<file path="src/design/stap_pkg.sv">
/*
 constants for the scan test access port: tap states, instruction codes,
 reset values and pin positions of the pull-up controls.
 assumes one sampling clock much faster than the test clock.
*/
// What this block and its controller do
// RL1: test data captured on rising test clock
// RL2: test data output changes on falling edges
// RL3: output floats except while shifting
// RL4: mode select and data sampled rising edge
// RL5: test reset high gives scan control
// RL6: test reset low means functional, ignore
// RL7: controller must pulse test reset low once
// RL8: controller supplies free-running 50% clock; the emulator model toggles tck only inside tick
// RL9: event b pin direction set by emulation
// RL10: pull-up per pin can be inhibited
// RL11: event a latched at reset rise routes
// RL12: standard sixteen-state tap machine
package stap_pkg;
   typedef enum logic [3:0] {
      STAP_EXIT2_DR = 4'h0,
      STAP_EXIT1_DR = 4'h1,
      STAP_SHIFT_DR = 4'h2,
      STAP_PAUSE_DR = 4'h3,
      STAP_SEL_IR = 4'h4,
      STAP_UPDATE_DR = 4'h5,
      STAP_CAPTURE_DR = 4'h6,
      STAP_SEL_DR = 4'h7,
      STAP_EXIT2_IR = 4'h8,
      STAP_EXIT1_IR = 4'h9,
      STAP_SHIFT_IR = 4'ha,
      STAP_PAUSE_IR = 4'hb,
      STAP_IDLE = 4'hc,
      STAP_UPDATE_IR = 4'hd,
      STAP_CAPTURE_IR = 4'he,
      STAP_RESET = 4'hf
   } stap_state_t;
   localparam int STAP_IR_W = 4;
   localparam int STAP_DR_W = 8;
   localparam logic [STAP_IR_W-1:0] STAP_IR_BYPASS = 4'hf;
   localparam logic [STAP_IR_W-1:0] STAP_IR_USER = 4'h1;
   localparam logic [STAP_IR_W-1:0] STAP_IR_CAPTURE = 4'h1;
   localparam logic [STAP_IR_W-1:0] STAP_IR_RESET = 4'hf;
   // synchroniser slots
   localparam int STAP_SYN_TCK = 0;
   localparam int STAP_SYN_TMS = 1;
   localparam int STAP_SYN_TDI = 2;
   localparam int STAP_SYN_TRST = 3;
   localparam int STAP_SYN_EVA = 4;
   localparam int STAP_SYN_EVB = 5;
   localparam int STAP_SYN_N = 6;
   // pull-up control bit positions
   localparam int STAP_PU_TCK = 0;
   localparam int STAP_PU_TMS = 1;
   localparam int STAP_PU_TDI = 2;
   localparam int STAP_PU_EVA = 3;
   localparam int STAP_PU_EVB = 4;
   localparam int STAP_PU_N = 5;
   localparam logic [STAP_PU_N-1:0] STAP_PU_RESET = 5'h1f;
   localparam logic STAP_ROUTE_RESET = 1'b0;
endpackage : stap_pkg

</file>
<file path="src/design/stap_top.sv">
/*
 scan test access port: samples the test pins on sys_clk_i, runs the tap
 machine on test clock edges, drives the test data output on falling edges.
 assumes the test clock is at most an eighth of sys_clk_i.
*/
`timescale 1ns/1ns
module stap_top
   import stap_pkg::*;
#(
   parameter int IR_W = STAP_IR_W,
   parameter int DR_W = STAP_DR_W
)
(
   // clock and reset
   input wire logic sys_clk_i,
   input wire logic nrst_i,
   // scan pins
   input wire logic tck_i,
   input wire logic tms_i,
   input wire logic tdi_i,
   input wire logic test_reset_i,
   output logic tdo_o,
   output logic tdo_oe_o,
   // emulator event pins
   input wire logic emulator_event_a_tap_select_i,
   input wire logic emulator_event_b_i,
   output logic emulator_event_b_o,
   output logic emulator_event_b_oe_o,
   // emulation logic side of event b
   input wire logic event_b_drive_i,
   input wire logic event_b_value_i,
   output logic event_b_seen_o,
   // pull-up configuration
   input wire logic [STAP_PU_N-1:0] pull_inhibit_config_i,
   output logic [STAP_PU_N-1:0] internal_pull_up_o,
   // mode and routing
   output logic test_mode_o,
   output logic tap_route_o,
   output logic [IR_W-1:0] instr_o,
   // user data register
   input wire logic [DR_W-1:0] dr_capture_i,
   output logic [DR_W-1:0] dr_update_o,
   output logic dr_update_stb_o
);
   logic [STAP_SYN_N-1:0] syn1;
   logic [STAP_SYN_N-1:0] syn2;
   logic tck_d;
   logic trst_d;
   stap_state_t state;
   stap_state_t next_state;
   logic [IR_W-1:0] ir_sh;
   logic [DR_W-1:0] dr_sh;
   logic bypass;

   wire [STAP_SYN_N-1:0] syn_in = {emulator_event_b_i, emulator_event_a_tap_select_i,
                                   test_reset_i, tdi_i, tms_i, tck_i};
   // two-flop synchronisers, one per sampled pin
   genvar gi;
   generate
      for (gi = 0; gi < STAP_SYN_N; gi++)
      begin : g_syn
         always_ff @(posedge sys_clk_i or negedge nrst_i)
         begin
            if (!nrst_i)
            begin
               syn1[gi] <= 1'b0;
               syn2[gi] <= 1'b0;
            end
            else
            begin
               syn1[gi] <= syn_in[gi];
               syn2[gi] <= syn1[gi];
            end
         end
      end
   endgenerate

   wire tck_s = syn2[STAP_SYN_TCK];
   wire tms_s = syn2[STAP_SYN_TMS];
   wire tdi_s = syn2[STAP_SYN_TDI];
   wire trst_s = syn2[STAP_SYN_TRST];
   wire eva_s = syn2[STAP_SYN_EVA];
   wire evb_s = syn2[STAP_SYN_EVB];
   // edges only count while test reset is high, so tck, tms and tdi are ignored otherwise
   wire tck_rise = trst_s && tck_s && !tck_d;
   wire tck_fall = trst_s && !tck_s && tck_d;
   wire trst_rise = trst_s && !trst_d;
   wire sel_user = (instr_o == STAP_IR_USER);
   wire in_shift = (state == STAP_SHIFT_IR) || (state == STAP_SHIFT_DR);
   wire dr_out = sel_user ? dr_sh[0] : bypass;
   wire next_tdo = (state == STAP_SHIFT_IR) ? ir_sh[0] : dr_out;

   always_ff @(posedge sys_clk_i or negedge nrst_i)
   begin
      if (!nrst_i)
      begin
         tck_d <= 1'b0;
         trst_d <= 1'b0;
      end
      else
      begin
         tck_d <= tck_s;
         trst_d <= trst_s;
      end
   end

   // tap next state from mode select
   always_comb
   begin
      next_state = state;
      unique case (state)
         STAP_RESET: next_state = tms_s ? STAP_RESET : STAP_IDLE;
         STAP_IDLE: next_state = tms_s ? STAP_SEL_DR : STAP_IDLE;
         STAP_SEL_DR: next_state = tms_s ? STAP_SEL_IR : STAP_CAPTURE_DR;
         STAP_CAPTURE_DR: next_state = tms_s ? STAP_EXIT1_DR : STAP_SHIFT_DR;
         STAP_SHIFT_DR: next_state = tms_s ? STAP_EXIT1_DR : STAP_SHIFT_DR;
         STAP_EXIT1_DR: next_state = tms_s ? STAP_UPDATE_DR : STAP_PAUSE_DR;
         STAP_PAUSE_DR: next_state = tms_s ? STAP_EXIT2_DR : STAP_PAUSE_DR;
         STAP_EXIT2_DR: next_state = tms_s ? STAP_UPDATE_DR : STAP_SHIFT_DR;
         STAP_UPDATE_DR: next_state = tms_s ? STAP_SEL_DR : STAP_IDLE;
         STAP_SEL_IR: next_state = tms_s ? STAP_RESET : STAP_CAPTURE_IR;
         STAP_CAPTURE_IR: next_state = tms_s ? STAP_EXIT1_IR : STAP_SHIFT_IR;
         STAP_SHIFT_IR: next_state = tms_s ? STAP_EXIT1_IR : STAP_SHIFT_IR;
         STAP_EXIT1_IR: next_state = tms_s ? STAP_UPDATE_IR : STAP_PAUSE_IR;
         STAP_PAUSE_IR: next_state = tms_s ? STAP_EXIT2_IR : STAP_PAUSE_IR;
         STAP_EXIT2_IR: next_state = tms_s ? STAP_UPDATE_IR : STAP_SHIFT_IR;
         STAP_UPDATE_IR: next_state = tms_s ? STAP_SEL_DR : STAP_IDLE;
      endcase
   end

   // RL12 tap machine, RL6 held in reset
   always_ff @(posedge sys_clk_i or negedge nrst_i)
   begin
      if (!nrst_i)
         state <= STAP_RESET;
      else if (!trst_s)
         state <= STAP_RESET;
      else if (tck_rise)
         state <= next_state;
   end

   // RL1 RL4 capture and shift on rising edge
   always_ff @(posedge sys_clk_i or negedge nrst_i)
   begin
      if (!nrst_i)
      begin
         ir_sh <= STAP_IR_RESET;
         dr_sh <= '0;
         bypass <= 1'b0;
      end
      else if (tck_rise)
      begin
         if (state == STAP_CAPTURE_IR)
            ir_sh <= STAP_IR_CAPTURE;
         else if (state == STAP_SHIFT_IR)
            ir_sh <= {tdi_s, ir_sh[IR_W-1:1]};
         if (state == STAP_CAPTURE_DR)
         begin
            dr_sh <= dr_capture_i;
            bypass <= 1'b0;
         end
         else if (state == STAP_SHIFT_DR)
         begin
            if (sel_user)
               dr_sh <= {tdi_s, dr_sh[DR_W-1:1]};
            else
               bypass <= tdi_s;
         end
      end
   end

   // instruction and user register updates
   always_ff @(posedge sys_clk_i or negedge nrst_i)
   begin
      if (!nrst_i)
      begin
         instr_o <= STAP_IR_RESET;
         dr_update_o <= '0;
         dr_update_stb_o <= 1'b0;
      end
      else
      begin
         dr_update_stb_o <= tck_rise && (state == STAP_UPDATE_DR) && sel_user;
         if (state == STAP_RESET)
            instr_o <= STAP_IR_RESET;
         else if (tck_rise && (state == STAP_UPDATE_IR))
            instr_o <= ir_sh;
         if (tck_rise && (state == STAP_UPDATE_DR) && sel_user)
            dr_update_o <= dr_sh;
      end
   end

   // RL2 RL3 output driven on falling edge, only while shifting
   always_ff @(posedge sys_clk_i or negedge nrst_i)
   begin
      if (!nrst_i)
      begin
         tdo_o <= 1'b0;
         tdo_oe_o <= 1'b0;
      end
      else if (!trst_s)
         tdo_oe_o <= 1'b0;
      else if (tck_fall)
      begin
         tdo_oe_o <= in_shift;
         if (in_shift)
            tdo_o <= next_tdo;
      end
   end

   // RL5 RL11 mode follows test reset, route latched at reset release
   always_ff @(posedge sys_clk_i or negedge nrst_i)
   begin
      if (!nrst_i)
      begin
         test_mode_o <= 1'b0;
         tap_route_o <= STAP_ROUTE_RESET;
      end
      else
      begin
         test_mode_o <= trst_s;
         if (trst_rise)
            tap_route_o <= eva_s;
      end
   end

   // RL9 RL10 event b direction and pull-up control
   always_ff @(posedge sys_clk_i or negedge nrst_i)
   begin
      if (!nrst_i)
      begin
         emulator_event_b_o <= 1'b0;
         emulator_event_b_oe_o <= 1'b0;
         event_b_seen_o <= 1'b0;
         internal_pull_up_o <= STAP_PU_RESET;
      end
      else
      begin
         emulator_event_b_o <= event_b_value_i;
         emulator_event_b_oe_o <= event_b_drive_i && trst_s;
         event_b_seen_o <= evb_s && !emulator_event_b_oe_o;
         internal_pull_up_o <= ~pull_inhibit_config_i;
      end
   end
endmodule : stap_top

</file>
<file path="config.mk">
export PLATFORM = sky130hd
export DESIGN_NAME = stap_top
export DESIGN_NICKNAME = d
export VERILOG_FILES = /design/src/design/stap_pkg.sv /design/src/design/stap_top.sv
export SDC_FILE = /design/constraint.sdc
export NUM_CORES = 1
export LEC_CHECK = 0
export BUFFER_PORTS_ARGS = -buffer_cell sky130_fd_sc_hd__buf_4
export CAP_MARGIN = 10
export CORE_MARGIN = 4
export CORE_UTILIZATION = 45
export DETAILED_ROUTE_END_ITERATION = 12
export GPL_TIMING_DRIVEN = 0
export PLACE_DENSITY_LB_ADDON = 0.15
export SLEW_MARGIN = 15
export SYNTH_ARGS = -nofsm -noshare
export SYNTH_HDL_FRONTEND = slang
export SYNTH_SLANG_ARGS = --single-unit
</file>
<file path="constraint.sdc">
create_clock -name sys_clk_i -period 1.78 [get_ports sys_clk_i]
set_input_delay 0.178 -clock sys_clk_i [delete_from_list [all_inputs] [get_ports sys_clk_i]]
set_output_delay 0.178 -clock sys_clk_i [all_outputs]
set_load 0.01 [all_outputs]
</file>
Yosys cells after proc, flatten, opt, wreduce, memory -nomap -nowiden:

Cells that the tools add are included.

* add/subtract/negate cells: 0
* multipliers: 0
* div/mod/pow operators: 0
* magnitude comparators: 0
* equal/unequal tests: 19
* shifts and indexed selects: 0
* multiplexer cells: 29
* bitwise logic cells: 1
* reductions and logical operators: 27

Operators with widths (count)
* case mux 4 bit (12 select lines): 1
* == test 4 bit, second input constant: 8
* 2-to-1 mux 4 bit: 7
* 2-to-1 mux 8 bit: 3
* == test 4 x 3 -> 1 bit, second input constant: 4
* 2-to-1 mux 2 bit: 6
* 2-to-1 mux 3 bit: 4
* logical AND 1 bit: 10
* AND reduction 3 bit: 3
* == test 4 x 1 -> 1 bit, second input constant: 2
* == test 4 x 2 -> 1 bit, second input constant: 2
* 2-to-1 mux 1 bit: 8
* nonzero test 2 bit: 4
* != test 2 x 1 -> 1 bit, second input constant: 3
* NOT 5 bit: 1
* logical NOT 1 bit: 4
* logical NOT 4 bit: 1
* OR reduction 2 bit: 2
* OR reduction 3 bit: 1
* AND reduction 2 bit: 1
* logical OR 1 bit: 1

* bits in registers: 55
* latch bits: 0
* bits in writable memories: 0
* ROM bits: 0
* input port bits: 23
* output and inout port bits: 25
* word-level logic and storage cells: 104
* memories kept: 0

Depth between registers and ports, before layout:

* word-level depth: 5
* gate-level depth with buffers: 6

Worst setup path after synthesis:

Ideal clock, no wire load.

* path kind: register to register
* start: register instr_o[0]
* end: register tdo_o
* setup time: 0.127 ns
* arrival: 1.432 ns
* setup slack: 0.221 ns
* stages on the path, launching flop included: 5
* path buffers: 0
* clock period less this slack: 1.559 ns
* path through: dfstp_2 > nor4b_4 > mux2_2 > o22ai_1 > o21ai_0

* word-level cells in the longest chain between the ends: 3

RTL lines
* from (decl): line stap_top.sv:39 `output logic [IR_W-1:0] instr_o,`
* from (signal assigned): line stap_top.sv:187 `instr_o <= ir_sh;`
* == test 4 x 1 -> 1 bit: line stap_top.sv:88 `wire sel_user = (instr_o == STAP_IR_USER);`
* 2-to-1 mux 1 bit: line stap_top.sv:90 `wire dr_out = sel_user ? dr_sh[0] : bypass;`
* 2-to-1 mux 1 bit: line stap_top.sv:91 `wire next_tdo = (state == STAP_SHIFT_IR) ? ir_sh[0] : dr_out;`
* to (signal assigned): line stap_top.sv:207 `tdo_o <= next_tdo;`
* to (decl): line stap_top.sv:22 `output logic tdo_o,`

No other way between the ends.
A chain may end at the register's enable or synchronous reset.

Worst setup path in the final report:

* start: register state[2]
* end: register dr_update_o[1]

* word-level cells in the longest chain between the ends: 3

RTL lines
* from (decl): line stap_top.sv:49 `stap_state_t state;`
* from (signal assigned): line stap_top.sv:139 `state <= next_state;`
* == test 4 x 3 -> 1 bit: line stap_top.sv:188 `if (tck_rise && (state == STAP_UPDATE_DR) && sel_user)`
* logical AND 1 bit (2 in series): line stap_top.sv:188
* to (signal assigned): line stap_top.sv:189 `dr_update_o <= dr_sh;`
* to (decl): line stap_top.sv:42 `output logic [DR_W-1:0] dr_update_o,`

No other way between the ends.

==> impl_metrics.env <==
export IMPL_synth_most_common_cell="dfrtp_1"
export IMPL_wire_per_inst_um=13.5
export IMPL_fin_setup_tns_ns=0
export IMPL_status="completed"
export IMPL_antenna_found_initial=0
export IMPL_drt_antenna_violating_nets=0
export IMPL_grt_max_degree=56
export IMPL_fin_crit_sh_pct=93.2
export IMPL_cpPeakStageDelay_ns=0.54
export IMPL_grt_usage_pct=14.8
export IMPL_ys_ff_latch=55
export IMPL_yosys_top_cells_count="38 x dfrtp_1, 17 x dfstp_2, 16 x nand2_1"
export IMPL_cp_arrival_ns=1.85
export IMPL_path_buf_inv=2
export IMPL_hold_depth=2
export IMPL_place_hpwl_mm=2.85
export IMPL_fmax_mhz=602
export IMPL_core_area_um2=4750
export IMPL_start_util_pct=46.6
export IMPL_setup_viol=0
export IMPL_relSlewSlack_pct=55.9
export IMPL_cp_start_kind="flop"
export IMPL_yosys_area_top_type_share_pct=42.9
export IMPL_synth_cell_types=36
export IMPL_synth_top_family_by_area="simple AND/OR/NAND/NOR gates"
export IMPL_syn_inst=175
export IMPL_min_path_type="in -> reg"
export IMPL_met2_length_mm=2.10
export IMPL_async_flop_share_pct=100
export IMPL_period_minus_slack_ns=1.66
export IMPL_r2r_start="state[2]$_DFFE_PN1P_"
export IMPL_ios=48
export IMPL_drtPass1Iterations=4
export IMPL_synth_compound_area_share_pct=10.3
export IMPL_vias_per_cell=4.90
export IMPL_grt_pass1_vias=1550
export IMPL_rsz0062_at_grt="no"
export IMPL_synthXorXnorAreaFrac_pct=0
export IMPL_p_leak_nw=1.33
export IMPL_cp_cell_sequence="buf_4 -> inv_2 -> nor3_4 -> nand4_4 -> mux2_2"
export IMPL_power_density_nw_per_um2=767
export IMPL_crit_fanout=10
export IMPL_max_clock_path_buffers=2
export IMPL_pre_cts_ws_ns=0.0414
export IMPL_nFillCells=396
export IMPL_n_antenna_cell=0
export IMPL_drive_gt1_share_pct=40.6
export IMPL_r2r_end="dr_update_o[1]$_DFFE_PN0P_"
export IMPL_cts_root_buf="clkbuf_8"
export IMPL_cts_buffers_inserted=5
export IMPL_setup_ws_ns=0.120
export IMPL_drv_cap=0
export IMPL_m1WireLength_mm=1.85
export IMPL_place_congestion=0.713
export IMPL_totalWireLength_mm=4.18
export IMPL_final_hold_viol_count=0
export IMPL_crit_type="reg -> reg"
export IMPL_min_to="emulator_event_b_oe_o$_DFF_PN0_"
export IMPL_grt_pass1_wl_mm=7.22
export IMPL_r2r_cells=5
export IMPL_peakVddDrop_mv=0.615
export IMPL_path_clk_slew_ns=0.10
export IMPL_die_area_um2=6110
export IMPL_cp_slowest_cell="dfstp_2"
export IMPL_chipHeight_um=78.2
export IMPL_synth_area_per_cell_um2=12.7
export IMPL_reg2reg_slack_ns=0.12
export IMPL_routed_top_layer="met4"
export IMPL_fin_nets=266
export IMPL_worstMarginPinSlew_ns=0.662
export IMPL_crit_required_ns=1.97
export IMPL_hp_start="event_b_drive_i"
export IMPL_fp_dieW_um=78.2
export IMPL_rows=25
export IMPL_critPathTopFamily="flip-flops"
export IMPL_clk_latency_ns=0.30
export IMPL_yosys_area_share_simple_pct=13.1
export IMPL_area_growth_pct=30.4
export IMPL_cts_sinks=55
export IMPL_dr_total_vias=1523
export IMPL_drt_iter0_drc=51
export IMPL_synth_mux_area_share_pct=9.20
export IMPL_regArea_um2=1400
export IMPL_synth_top_area_cell="dfrtp_1"
export IMPL_yosys_warnings=0
export IMPL_cp_end_kind="flop"
export IMPL_synth_edf_count=0
export IMPL_io_buffers=47
export IMPL_synthAdderAreaFrac_pct=0
export IMPL_dr_wl_met3_um=208
export IMPL_synthTopCellsByArea="dfrtp_1 43%, dfstp_2 20%, mux2_2 5.6%, mux2i_1 3.6%, o21ai_0 3.4%"
export IMPL_fin_skew_ns=0.00578
export IMPL_htreeDepth=2
export IMPL_syn_num_nets=198
export IMPL_seq_area_frac_synth_pct=63.0
export IMPL_multi_input_area_um2=728
export IMPL_remaining_drc_errors=0
export IMPL_slew_viol_final=0
export IMPL_netlist_area_um2=2220
export IMPL_cts_tree="yes"
export IMPL_synth_flop_cell="dfrtp_1"
export IMPL_gr_total_overflow=0
## placed cells by master, fill, tap and decap left out, drive strengths merged, types with 2 or more instances in the layout
cell type and n:
buf 55, dfrtp 38, dfstp 17, nand2 16, o21ai 15, dlygate4sd3 13, mux2 11, inv 11
o22a 9, mux2i 8, a21oi 7, clkbuf 7, nand3 5, nor2b 4, nor2 3, nand4 3
and3b 2, nor3b 2, nand3b 2, clkinv 2, nor3 2, o211ai 2
## area by class of cell
type | instances | area share, %
clock inverter | 3 | 0.865
timing repair buffer | 61 | 17.0
tap | 67 | 2.90
inverter | 11 | 1.43
multi-input combinational | 100 | 25.2
clock buffer | 5 | 2.38
buffer | 9 | 1.95
sequential | 55 | 48.3
## repair_timing
item,4_1_cts,5_1_grt
endpoints found under the setup margin,0,12
resized for setup,0,1
setup buffers,0,1
hold buffers,13,0
hold endpoints to repair,50,0
## layer usage
| layer | up-vias | global-route usage [%] |
|---|---|---|
| met5 | - | 0 |
| met4 | 0 | 3.15 |
| met3 | 4 | 4.13 |
| met2 | 31 | 25.2 |
| met1 | 744 | 18.8 |
| li1 | 744 | - |
## sequential cells by signal, indices dropped and copies added (netlist names), 4 cells and up
name	count
dr_sh	8
dr_update_o	8
state	4
internal_pull_up_o	5
syn1	6
ir_sh	4
instr_o	4
## how the worst max path moves through the flow
stage,slack [ns],cells past startpoint,end,startpoint
after global placement,0.04,5,dr_update_o[7]$_DFFE_PN0P_,state[2]$_DFFE_PN1P_
after detailed placement,0.04,3,dr_update_o[1]$_DFFE_PN0P_,instr_o[0]$_DFFE_PN1P_
after global routing,0.02,4,bypass$_DFFE_PN0P_,state[1]$_DFFE_PN1P_
final,0.12,5,dr_update_o[1]$_DFFE_PN0P_,state[2]$_DFFE_PN1P_
after floorplan,0.22,4,tdo_o$_DFFE_PN0P_,instr_o[0]$_DFFE_PN1P_
after CTS,0.03,5,dr_update_o[1]$_DFFE_PN0P_,state[2]$_DFFE_PN1P_
## where the power goes
group          internal (mW)  switching [mW]
combinational          0.104          0.0877
sequential              1.31          0.0302
clock                  0.282           0.407
total                   1.69           0.525
## kinds of logic after synthesis
group / after synthesis
mux: 19
flops: 55
compound gates: 35
buf+inv: 20
simple gates: 46
## worst register-to-register path, cell delays in order, from the launching register on
cell	delay, ns
dfstp_2	0.54
buf_4	0.16
inv_2	0.09
nor3_4	0.21
nand4_4	0.22
mux2_2	0.34
## stage by stage
stage / power [mW] / cell area (µm²) / util [%] / hold slack (ns) / instances
floorplan: 1.42 / 2220 / - / -0.118 / 175
global placement: 1.52 / 2650 / 55.8 / 0.263 / 289
detailed placement: 1.53 / 2650 / 55.8 / 0.267 / 289
CTS: 2.24 / 2880 / 60.5 / 0.0902 / 310
global route: 2.32 / 2890 / 60.8 / 0.0879 / 311
finish: 2.22 / 2890 / 60.8 / 0.0995 / 311
Note: power is estimated with default switching activity, not from simulation.
